## src/hw/prch_pkg.sv

```systemverilog
// Purpose: Shared constants for the page read command handler.
// Assumes: Byte-wide request and response streams framed by the link layer.
// Notes:   Page numbers are one byte; each page holds four bytes.
`default_nettype none
package prch_pkg;
  localparam logic [7:0] OP_READ4      = 8'h30;
  localparam logic [7:0] OP_READ_RANGE = 8'h3a;
  localparam logic [7:0] PAGE_MIN      = 8'h00;
  localparam logic [7:0] PAGE_LAST     = 8'h3b;
  localparam int         BYTES_PER_PAGE = 4;
  localparam int         PAGES_READ4    = 4;
  localparam int         MAC_BYTES      = 8;
  localparam int         CRC_BYTES      = 2;
  localparam logic [3:0] NAK_CODE       = 4'h0;
  localparam int         FDT_BITS       = 9;
  localparam int         BIT_PERIOD_NS  = 9440;
  localparam int         CLK_PERIOD_NS  = 4;
  localparam int         FDT_CYCLES     = (FDT_BITS * BIT_PERIOD_NS + CLK_PERIOD_NS - 1)
                                          / CLK_PERIOD_NS;
  localparam int         FIFO_DEPTH     = 8;
  localparam logic [1:0] ST_ACTIVE      = 2'h0;
  localparam logic [1:0] ST_TRACEABLE   = 2'h1;
  localparam logic [1:0] ST_AUTH        = 2'h2;
endpackage
`default_nettype wire

```

## src/hw/prch_handler.sv

```systemverilog
// Purpose: Interprets single-shot and range page read requests.
// Assumes: Link layer strips CRC and checks MAC; memory answers reads in one cycle.
// Notes:   Frame check and MAC bytes are appended downstream on request.
// Function
// - Read4 request: 30h, page, MAC, CRC.
// - Read4 returns sixteen bytes, four pages.
// - Default start page range 00h to 3Bh.
// - Start page beyond limit gives NAK.
// - Span past end wraps to page 00h.
// - Active/traceable: start at boundary gives NAK.
// - Below boundary, wrap just before boundary page.
// - Secure messaging in traceable/auth requires MAC.
// - Authenticated state ignores protection boundary.
// - Key pages read back as 00h bytes.
// - Range request: 3Ah, first, last, MAC, CRC.
// - Range returns all pages inclusive, four bytes each.
// - First or last outside range gives NAK.
// - Last below first gives NAK.
// - Active/traceable: last at boundary gives NAK.
// - Range read needs MAC under secure messaging.
// - Authenticated range read skips boundary check.
// - Reply waits nine bit periods; reader timeout.
// - MAC present exactly when secure messaging on.
// - Requests and data responses end with CRC.
// - After NAK, deselect to idle or halt.
`default_nettype none
module prch_handler #(
  parameter logic [7:0] LAST_PAGE     = prch_pkg::PAGE_LAST,
  parameter logic [7:0] KEY_PAGE_LO   = 8'h30,
  parameter logic [7:0] KEY_PAGE_HI   = 8'h37,
  parameter int         FDT_WAIT      = prch_pkg::FDT_CYCLES
) (
  input  wire logic       clk_sys,
  input  wire logic       reset_n,
  input  wire logic       req_valid,
  input  wire logic [7:0] req_opcode,
  input  wire logic [7:0] first_page_arg,
  input  wire logic [7:0] last_page_arg,
  input  wire logic       req_mac_ok,
  input  wire logic [1:0] proto_state,
  input  wire logic       secure_msg_enable,
  input  wire logic [7:0] protect_boundary_page,
  output logic            busy,
  output logic [7:0]      mem_page,
  output logic [1:0]      mem_byte,
  output logic            mem_rd,
  input  wire logic [7:0] mem_rdata,
  output logic            rsp_valid,
  input  wire logic       rsp_ready,
  output logic [7:0]      rsp_data,
  output logic            rsp_last,
  output logic            rsp_append_mac,
  output logic            rsp_append_crc,
  output logic            nak_valid,
  output logic [3:0]      nak_code,
  output logic            deselect
);
  typedef enum logic [4:0] {
    PRCH_IDLE  = 5'b00001,
    PRCH_WAIT  = 5'b00010,
    PRCH_FETCH = 5'b00100,
    PRCH_PUSH  = 5'b01000,
    PRCH_DRAIN = 5'b10000
  } prch_state_t;

  prch_state_t state;
  prch_state_t next_state;
  logic [7:0]  page;
  logic [7:0]  pages_left;
  logic [1:0]  byte_idx;
  logic [7:0]  wrap_page;
  logic        do_nak;
  logic [23:0] wait_cnt;
  logic [7:0]  fetched;
  logic        fifo_ready;
  logic        fifo_valid;
  logic [7:0]  fifo_data;
  logic        push;
  logic        last_byte_q;
  logic        last_flag [8];
  logic [2:0]  lf_wr;
  logic [2:0]  lf_rd;

  wire is_read4  = req_opcode == prch_pkg::OP_READ4;
  wire is_range  = req_opcode == prch_pkg::OP_READ_RANGE;
  wire authed    = proto_state == prch_pkg::ST_AUTH;
  wire guarded   = !authed && (protect_boundary_page <= LAST_PAGE);
  wire mac_need  = secure_msg_enable && proto_state != prch_pkg::ST_ACTIVE;
  wire mac_bad   = mac_need && !req_mac_ok;
  wire r4_bad    = first_page_arg > LAST_PAGE
                || (guarded && first_page_arg >= protect_boundary_page);
  wire rr_bad    = first_page_arg > LAST_PAGE || last_page_arg > LAST_PAGE
                || last_page_arg < first_page_arg
                || (guarded && last_page_arg >= protect_boundary_page);
  wire req_bad   = mac_bad || (is_read4 && r4_bad) || (is_range && rr_bad);
  wire req_ours  = req_valid && (is_read4 || is_range) && state == PRCH_IDLE;
  wire [7:0] lim = guarded ? protect_boundary_page - 8'h01 : LAST_PAGE;
  wire [7:0] cnt = is_read4 ? 8'(prch_pkg::PAGES_READ4)
                            : 8'(last_page_arg - first_page_arg + 8'h01);
  wire waited    = wait_cnt >= 24'(FDT_WAIT);
  wire key_page  = page >= KEY_PAGE_LO && page <= KEY_PAGE_HI;
  wire last_byte = pages_left == 8'h01 && byte_idx == 2'(prch_pkg::BYTES_PER_PAGE - 1);
  wire [7:0] next_page = (page == wrap_page) ? prch_pkg::PAGE_MIN : page + 8'h01;

  always_comb
  begin
    next_state = state;
    case (state)
      PRCH_IDLE:  if (req_ours) next_state = PRCH_WAIT;
      PRCH_WAIT:  if (waited) next_state = do_nak ? PRCH_IDLE : PRCH_FETCH;
      PRCH_FETCH: next_state = PRCH_PUSH;
      PRCH_PUSH:  if (fifo_ready) next_state = last_byte ? PRCH_DRAIN : PRCH_FETCH;
      PRCH_DRAIN: if (!fifo_valid && (!rsp_valid || rsp_ready)) next_state = PRCH_IDLE;
      default:    next_state = PRCH_IDLE;
    endcase
  end

  assign push = state == PRCH_PUSH;

  always_ff @(posedge clk_sys)
  begin
    if (!reset_n)
    begin
      state      <= PRCH_IDLE;
      page       <= '0;
      pages_left <= '0;
      byte_idx   <= '0;
      wrap_page  <= '0;
      do_nak     <= 1'b0;
      wait_cnt   <= '0;
      fetched    <= '0;
      nak_valid  <= 1'b0;
      deselect   <= 1'b0;
      mem_rd     <= 1'b0;
      busy       <= 1'b0;
      rsp_append_mac <= 1'b0;
    end
    else
    begin
      state     <= next_state;
      busy      <= next_state != PRCH_IDLE;
      nak_valid <= state == PRCH_WAIT && waited && do_nak;
      deselect  <= state == PRCH_WAIT && waited && do_nak;
      mem_rd    <= next_state == PRCH_FETCH;
      wait_cnt  <= (state == PRCH_WAIT) ? wait_cnt + 24'h000001 : '0;
      if (req_ours)
      begin
        page       <= first_page_arg;
        pages_left <= cnt;
        byte_idx   <= '0;
        wrap_page  <= lim;
        do_nak     <= req_bad;
        rsp_append_mac <= secure_msg_enable;
      end
      if (state == PRCH_FETCH)
        fetched <= key_page ? 8'h00 : mem_rdata;
      if (push && fifo_ready)
      begin
        byte_idx <= byte_idx + 2'h1;
        if (byte_idx == 2'(prch_pkg::BYTES_PER_PAGE - 1))
        begin
          page       <= next_page;
          pages_left <= pages_left - 8'h01;
        end
      end
    end
  end

  // The last marker rides a side queue so the byte FIFO stays a plain data path.
  always_ff @(posedge clk_sys)
  begin
    if (push && fifo_ready)
      last_flag[lf_wr] <= last_byte;
    if (!reset_n)
    begin
      lf_wr <= '0;
      lf_rd <= '0;
    end
    else
    begin
      if (push && fifo_ready)
        lf_wr <= lf_wr + 3'h1;
      if (fifo_valid && !rsp_valid || rsp_valid && rsp_ready && fifo_valid)
        lf_rd <= lf_rd + 3'h1;
    end
  end

  assign last_byte_q = last_flag[lf_rd];

  // Output stage registers the FIFO head so every output except the constant nak_code comes from a flip-flop.
  wire take = fifo_valid && (!rsp_valid || rsp_ready);
  always_ff @(posedge clk_sys)
  begin
    if (!reset_n)
    begin
      rsp_valid      <= 1'b0;
      rsp_data       <= '0;
      rsp_last       <= 1'b0;
      rsp_append_crc <= 1'b0;
    end
    else if (take)
    begin
      rsp_valid      <= 1'b1;
      rsp_data       <= fifo_data;
      rsp_last       <= last_byte_q;
      rsp_append_crc <= last_byte_q;
    end
    else if (rsp_ready)
    begin
      rsp_valid      <= 1'b0;
      rsp_last       <= 1'b0;
      rsp_append_crc <= 1'b0;
    end
  end

  always_ff @(posedge clk_sys)
  begin
    if (!reset_n)
    begin
      mem_page <= '0;
      mem_byte <= '0;
    end
    else
    begin
      // The address follows the counters as they will stand, so the fetch never lags a byte.
      mem_page <= (push && fifo_ready && byte_idx == 2'(prch_pkg::BYTES_PER_PAGE - 1))
                  ? next_page : page;
      mem_byte <= (push && fifo_ready) ? byte_idx + 2'h1 : byte_idx;
    end
  end

  assign nak_code = prch_pkg::NAK_CODE;

  prch_fifo #(
    .WIDTH (8),
    .DEPTH (prch_pkg::FIFO_DEPTH)
  ) u_fifo (
    .clk_sys   (clk_sys),
    .reset_n   (reset_n),
    .in_valid  (push),
    .in_ready  (fifo_ready),
    .in_data   (fetched),
    .out_valid (fifo_valid),
    .out_ready (take),
    .out_data  (fifo_data)
  );
endmodule // prch_handler
`default_nettype wire

```

## src/hw/prch_fifo.sv

```systemverilog
// Purpose: Small synchronous FIFO for response bytes.
// Assumes: One clock, synchronous active-low reset.
// Notes:   Full and empty are exact; depth must be a power of two.
`default_nettype none
module prch_fifo #(
  parameter int WIDTH = 8,
  parameter int DEPTH = 8
) (
  input  wire logic             clk_sys,
  input  wire logic             reset_n,
  input  wire logic             in_valid,
  output logic                  in_ready,
  input  wire logic [WIDTH-1:0] in_data,
  output logic                  out_valid,
  input  wire logic             out_ready,
  output logic      [WIDTH-1:0] out_data
);
  localparam int AW = $clog2(DEPTH);
  logic [WIDTH-1:0] mem [DEPTH];
  logic [AW:0]      wr_ptr;
  logic [AW:0]      rd_ptr;
  wire              do_wr = in_valid && in_ready;
  wire              do_rd = out_valid && out_ready;
  assign in_ready  = (wr_ptr - rd_ptr) != (AW+1)'(DEPTH);
  assign out_valid = wr_ptr != rd_ptr;
  assign out_data  = mem[rd_ptr[AW-1:0]];
  always_ff @(posedge clk_sys)
  begin
    if (do_wr)
      mem[wr_ptr[AW-1:0]] <= in_data;
    if (!reset_n)
    begin
      wr_ptr <= '0;
      rd_ptr <= '0;
    end
    else
    begin
      if (do_wr)
        wr_ptr <= wr_ptr + 1'b1;
      if (do_rd)
        rd_ptr <= rd_ptr + 1'b1;
    end
  end
endmodule // prch_fifo
`default_nettype wire

```

## config.mk

```make
export PLATFORM = sky130hd
export DESIGN_NAME = prch_handler
export DESIGN_NICKNAME = d
export VERILOG_FILES = /design/src/hw/prch_pkg.sv /design/src/hw/prch_handler.sv /design/src/hw/prch_fifo.sv
export SDC_FILE = /design/constraint.sdc
export NUM_CORES = 1
export LEC_CHECK = 0
export BUFFER_PORTS_ARGS = -buffer_cell sky130_fd_sc_hd__clkbuf_2
export CAP_MARGIN = 10
export CORE_MARGIN = 3
export CORE_UTILIZATION = 30
export DETAILED_ROUTE_END_ITERATION = 7
export RECOVER_POWER = 50
export SLEW_MARGIN = 25
export SYNTH_ARGS = -nofsm -noshare
export SYNTH_HDL_FRONTEND = slang
export SYNTH_SLANG_ARGS = --single-unit
```

## constraint.sdc

```tcl
create_clock -name clk_sys -period 4.05 [get_ports clk_sys]
set_input_delay 0.2025 -clock clk_sys [delete_from_list [all_inputs] [get_ports clk_sys]]
set_output_delay 0.2025 -clock clk_sys [all_outputs]
set_load 0.1 [all_outputs]
```

==> results of run 1 <==
layout make-up:
class	instances	area (sq um)
Clock inverter	14	178
Timing Repair Buffer	89	450
Tap cell	378	473
Clock buffer	18	429
Multi-Input combinational cell	543	3970
Inverter	49	184
Fill cell	2890	18100
Sequential cell	177	4260
logic make-up after synthesis:
kind of cell	after synthesis	share of synthesized area [%]
simple gates	272	15.5
flops	177	49.4
buf+inv	95	4.66
fa+ha+maj	52	7.89
other cells	1	0.0435
compound gates	128	10.6
xor+xnor	57	5.79
mux	30	6.11
state kept, by name (all words and copies together), names as in the netlist, named ones only:
signal          count
mem_page            8
last_flag           8
u_fifo.mem         64
u_fifo.rd_ptr       4
rsp_append_mac      1
do_nak              1
lf_rd               3
rsp_data            8
rsp_append_crc      1
mem_rd              1
pages_left          8
byte_idx            2
wait_cnt           24
busy                1
state               5
page                8
fetched             8
lf_wr               3
deselect            1
u_fifo.wr_ptr       4
mem_byte            2
rsp_valid           1
wrap_page           8
final timing paths:
path / slack (ns) / to
worst min-delay path: 0.02 / fetched[4]
worst min register to register: 0.46 / wrap_page[2]
worst max register to register: 0.84 / u_fifo.mem[7][4]
worst max-delay path: 0.84 / u_fifo.mem[7][4]
power by group:
part / internal [uW] / switching (uW) / leakage [uW]
clock: 982 / 709 / 0.000293
sequential: 1860 / 14.2 / 0.00134
combinational: 129 / 317 / 0.00179
worst register-to-register path: stages (launching register included):
cell	delay, ns
dfxtp_1	0.51
inv_1	0.25
ha_1	0.42
a21oi_1	0.23
and3b_1	0.28
nor4_4	0.08
nand2b_1	0.18
inv_2	0.22
nand2_1	0.15
nor2_1	0.53
metal layers:
| metal | wire (um) | GRT usage (%) | vias up | part of all wire (%) |
|---|---|---|---|---|
| met3 | 737 | 2.40 | 14 | 4.0 |
| met2 | 8700 | 19.4 | 128 | 47 |
| met5 | 0 | 0 | - | 0 |
| met4 | 221 | 3.50 | 0 | 1.2 |
| li1 | - | - | 3057 | - |
| met1 | 8880 | 17.2 | 2962 | 48 |
cells in the final DEF, fill, tap and decap left out, drive strengths merged, types with 4 or more instances in the layout:
cell type    n
or4          5
clkbuf      93
fa           4
nand2b       6
and2         5
nor2b        7
o22a         7
a22oi        9
nor3b        4
a211oi       4
and3         8
nand3       19
mux4        18
o211ai       5
dfxtp      105
nor2        91
edfxtp      72
nor4        10
inv         54
and4         5
o21ai       20
nand4       11
or3          9
a21oi       32
nand2       62
xnor2       26
xor2        31
nor3        20
a311oi      13
conb         4
clkinv       4
mux2i       11
a31oi        6
buf         12
ha          48
metrics by stage:
stage / hold WS (ns) / total power [uW] / setup WS (ns)
2_1_floorplan: 0.311 / 2260 / 0.580
3_3_place_gp: 0.440 / 2370 / 1.04
3_5_place_dp: 0.446 / 2370 / 0.921
4_1_cts: 0.00324 / 4060 / 0.910
5_1_grt: 0.0191 / 4170 / 0.638
6_report: 0.0221 / 4010 / 0.838
==> run metrics, run 1 <==
largest net degree at the start of global routing=44; Least-Margin Pin Slew=1.37 ns; EDFF count, synth=72; Setup Fix Bufs, Post-CTS=0; CTS H-tree depth=4; core area=0.0281 sq mm; Layout area overhead=15.3%; Crit path required time=4.11 ns; Clock Latency Late Sink=0.43 ns; Yosys top cell by area=edfxtp_1; Slew HR=8.88%; Commonest cells post-synth=dfxtp_1, nor2_1, edfxtp_1; Fin Setup TNS=0 ns; Ant. Diodes=0; GRT overflow=0; FF+latch count, synth=177; Synth top area share=25.1%; Cells after DPL=1234; critical path launch point=u_fifo.rd_ptr[2]; max-slew violation count=0; Worst-path clk slew=0.07 ns; Post-DP HPWL=13.6 mm; DRC=0; Final Util=35.4%; Worst path max stage delay=0.53 ns; area post-placement=0.00938 sq mm; share of layout cells above drive strength 1=12.9%; Leakage=0.00342 uW; 1st-pass router iterations=5; worst-case clock buffer depth=2; Worst Setup End Kind=register; die area=0.0308 sq mm; final setup fails=0; Reg2Reg Launch Point=u_fifo.rd_ptr[2]; Worst EP arrival=3.27 ns; Crit Path Max Fanout=13; Hold Fails Final Rpt=0; RSZ-0062 raised after global routing=no; RePlAce Congestion=0.816; number of buffers and inverters on the critical path=2; Iter 0 DRT Violations=314; final instance area=0.00995 sq mm; worst hold start=mem_rdata[4]; Power Density=403 mW/mm^2; asr flop ratio synth=0%; Via Count=6161; cell area after synthesis=0.00863 sq mm; cts bufs inserted=17; critical path launch point type=register; Cells after Synth=812; synth warn=0; io pins=78; period utilization=79.3%; Finished Layout Cells=1268; first-pass GRT wire length=30.6 mm; f_max=311 MHz; min cycle time layout=3.21 ns; GRT Total Usage=12.3%; Site Rows=61; nets=977; Worst Skew=0.0108 ns; IO buf count=73; CP top delay family=simple AND/OR/NAND/NOR gates; max-cap viol count=0; Syn Area/Cell=10.6 sq um; WS Path Type=reg -> reg; initial antenna violation count=0; Root Buffer=clkbuf_16; hold buffer count at CTS=2; Die Y=176 um; Crit path depth=9; peak supply drop=0.291 mV; Initial Util=30.7%; status=complete, no violations; final WL=18.5 mm; R2R cell count=9; clk sinks=177; vias in the first global route=5933; routed len/inst=14.6 um; Slowest-stage cell, CP=nor2_1; most numerous cell in the Yosys netlist=dfxtp_1; crit path cell chain=inv_1 > ha_1 > a21oi_1 > and3b_1 > nor4_4 > nand2b_1 > inv_2 > nand2_1 > nor2_1; Cell variety after synth=62; register area share after synthesis=49.4%; worst hold path class=in -> reg; vias per inst=4.86; top cells by area, synth=edfxtp_1, dfxtp_1, ha_1; die width=176 um; CTS tree=yes; Synth Flop Type=dfxtp_1; Cells on Worst Hold Path=3; ANT nets after route=0; PostCTS Resize Cnt=0
Note: power is estimated with default switching activity, not from simulation.
==> inputs of run 2 (changes only) <==
--- a/config.mk
+++ b/config.mk
@@ -5,6 +5,7 @@
 export SDC_FILE = /design/constraint.sdc
 export NUM_CORES = 1
 export LEC_CHECK = 0
+export ABC_AREA = 1
 export BUFFER_PORTS_ARGS = -buffer_cell sky130_fd_sc_hd__clkbuf_2
 export CAP_MARGIN = 10
 export CORE_MARGIN = 3
==> constraint.sdc (replaced) <==
create_clock -name clk_sys -period 3.4 [get_ports clk_sys]
set_input_delay 0.17 -clock clk_sys [delete_from_list [all_inputs] [get_ports clk_sys]]
set_output_delay 0.17 -clock clk_sys [all_outputs]
set_load 0.1 [all_outputs]
==> run 2 against run 1 <==
Net effect: global-route usage increased by 0.93 points; clock-buffer cell count shrank 1; clock power up 14%; die area grew 4.5%; register-to-register slack lost 0.26 ns; cell count is 24% higher; largest power group unchanged.
==> run metrics, run 2 <==
ANT nets after route=0 (unchanged); Initial Util=31.0% (+0.25 points); worst-case clock buffer depth=2 (unchanged); Via Count=7332 (+19%); RePlAce Congestion=0.863 (+5.8%); final WL=21.5 mm (+16%); Reg2Reg Launch Point=u_fifo.wr_ptr[1]; Crit path required time=3.46 ns (-0.65 ns); Site Rows=62 (+1.6%); f_max=354 MHz (+14%); clk sinks=177 (unchanged); share of layout cells above drive strength 1=8.80% (-4.1 points); initial antenna violation count=0 (unchanged); min cycle time layout=2.82 ns (-0.391 ns); asr flop ratio synth=0% (unchanged); Synth top area share=23.9% (-1.1 points); cell area after synthesis=0.00903 sq mm (+4.7%); Syn Area/Cell=8.21 sq um (-23%); Layout area overhead=14.7%; final setup fails=0 (unchanged); worst hold path class=in -> reg; Clock Latency Late Sink=0.43 ns (about the same); FF+latch count, synth=177 (unchanged); core area=0.0292 sq mm (+3.8%); cts bufs inserted=17 (unchanged); uppermost layer routed=met4; RR Endpoint=u_fifo.mem[2][0]; Iter 0 DRT Violations=421 (+34%); Cell variety after synth=47 (-24%); Least-Margin Pin Slew=1.22 ns (-0.149 ns); GRT Total Usage=13.2% (+0.93 points); CTS tree=yes; Worst Skew=0.0187 ns (+0.00792 ns); Commonest cells post-synth=nand2_1, nor2_1, inv_1; io pins=78 (unchanged); Cells after Synth=1100 (+35%); critical path launch point=u_fifo.wr_ptr[1]; metal2 WL=9.88 mm (+14%); Synth Flop Type=dfxtp_1; most frequent cells in the layout=nand2_1, nor2_1, inv_1; M1 WL=10.2 mm (+15%); status=complete, no violations; Root Buffer=clkbuf_16; critical path launch point type=register; routed len/inst=13.7 um (-6.2%); period utilization=83.0% (+3.7 points); GRT overflow=0 (unchanged); peak supply drop=0.387 mV (+33%); Fin Setup TNS=0 ns (unchanged); 1st-pass router iterations=5 (unchanged); Power Density=544 mW/mm^2 (+35%); Setup Fix Bufs, Post-CTS=0 (unchanged); Worst-path clk slew=0.07 ns (about the same); Worst EP arrival=2.89 ns (-0.38 ns); die width=180 um (+2.2%); die area=0.0322 sq mm (+4.5%); DRC=0 (unchanged); nets=1269 (+30%); metal3 WL=972 um (+32%); register area share after synthesis=47.2% (-2.2 points); Cells after DPL=1524 (+24%); Slew HR=19.1% (+10 points); Finished Layout Cells=1566 (+24%); WS Path Type=reg -> reg; EDFF count, synth=72 (unchanged); worst reg-to-reg setup slack=0.58 ns (-0.26 ns); R2R cell count=12 (+3); most common cell after layout, fill and taps aside=nand2_1; Crit Path Max Fanout=16 (+3); IO buf count=73 (unchanged); vias in the first global route=7059 (+19%); PostCTS Resize Cnt=0 (unchanged); hold buffer count at CTS=10 (+8); Worst Setup End Kind=register; vias per inst=4.68 (-3.6%); Ant. Diodes=0 (unchanged); Hold Fails Final Rpt=0 (unchanged); max reg flops=64 (unchanged); most numerous cell in the Yosys netlist=nand2_1; CTS H-tree depth=4 (unchanged); Yosys top cell by area=edfxtp_1; max-slew violation count=0 (unchanged); Post-DP HPWL=16.0 mm (+17%); Leakage=0.00406 uW (+19%); first-pass GRT wire length=35.3 mm (+15%); top cells by area, synth=edfxtp_1, dfxtp_1, nand2_1; RSZ-0062 raised after global routing=no; synth warn=0 (unchanged); largest net degree at the start of global routing=52 (+18%); worst setup path endpoint=u_fifo.mem[2][0]; Die Y=180 um (+2.2%); number of fill cells=3049 (+5.5%); max-cap viol count=0 (unchanged)
==> run 2: cell types whose count changed in the layout (fill, tap and decap cells not counted), sizes merged, moves of 22 or more <==
cell / change
nor2: +52
nand4: +22
nand2: +158
o21ai: +50
inv: +82
nand3: +24
a21oi: +52
==> run 2: report_power, final <==
part | switching (uW) | leakage (uW) | internal (uW)
logic | 1080 | 0.00228 | 309
clock network | 926 | 0.000283 | 990
registers | 52.2 | 0.00150 | 2280
==> run 2: final cells by class <==
class | instances | area, sq um | area share (%)
flip-flops and latches | 177 | 4260 | 41.2
well taps | 384 | 480 | 4.64
inverters | 127 | 477 | 4.60
multi-input cells | 754 | 4060 | 39.2
clock inverters | 15 | 158 | 1.52
clock buffers | 17 | 425 | 4.11
repair buffers | 92 | 497 | 4.79
==> run 2: cell families after synthesis <==
family                   after synthesis  share of synthesized area (%)
AND/OR/NAND/NOR                      477                           22.7
adder cells (fa/ha/maj)               52                           7.54
buffers and inverters                172                           7.84
flip-flops                           177                           47.2
other                                  1                         0.0415
AO/OA/AOI/OAI                        189                           11.5
XOR/XNOR                              32                           3.10
==> run 2: worst min-delay path by stage <==
stage,start,depth (start not counted),slack [ns],to
final,rsp_ready,4,0.05,rsp_append_crc
after global routing,rsp_ready,4,0.07,rsp_append_crc
after CTS,rsp_ready,4,0.03,rsp_append_crc
after detailed placement,mem_rdata[4],3,0.41,fetched[4]
after global placement,mem_rdata[4],3,0.41,fetched[4]
after floorplan,protect_boundary_page[0],1,0.26,wrap_page[0]
==> run 2: critical path: stages (launching register included) <==
cell     delay, ns
dfxtp_1       0.46
ha_1          0.31
nand2_1       0.10
nand2_1       0.05
nand2_1       0.09
nand2_1       0.06
nand2_1       0.06
nand2_1       0.07
nand2_2       0.10
nand2_2       0.18
inv_2         0.21
nand2_1       0.19
nor2_1        0.58
==> run 2: metal layers <==
metal / up-vias / global-route usage, %
met5: - / 0
met4: 0 / 4.55
met3: 25 / 2.22
met2: 167 / 21.7
met1: 3347 / 17.7
li1: 3793 / -
==> run 2: stage by stage <==
stage               util [%]  hold slack (ns)  area, sq um  setup WS [ns]  total power [uW]
floorplan                  -            0.259         9040          0.500              3450
global placement        33.3            0.413         9730          0.693              3750
detailed placement      33.3            0.413         9730          0.580              3770
CTS                     35.7           0.0334        10400          0.568              5700
global route            35.5           0.0698        10400          0.240              5920
finish                  35.5           0.0499        10400          0.579              5630
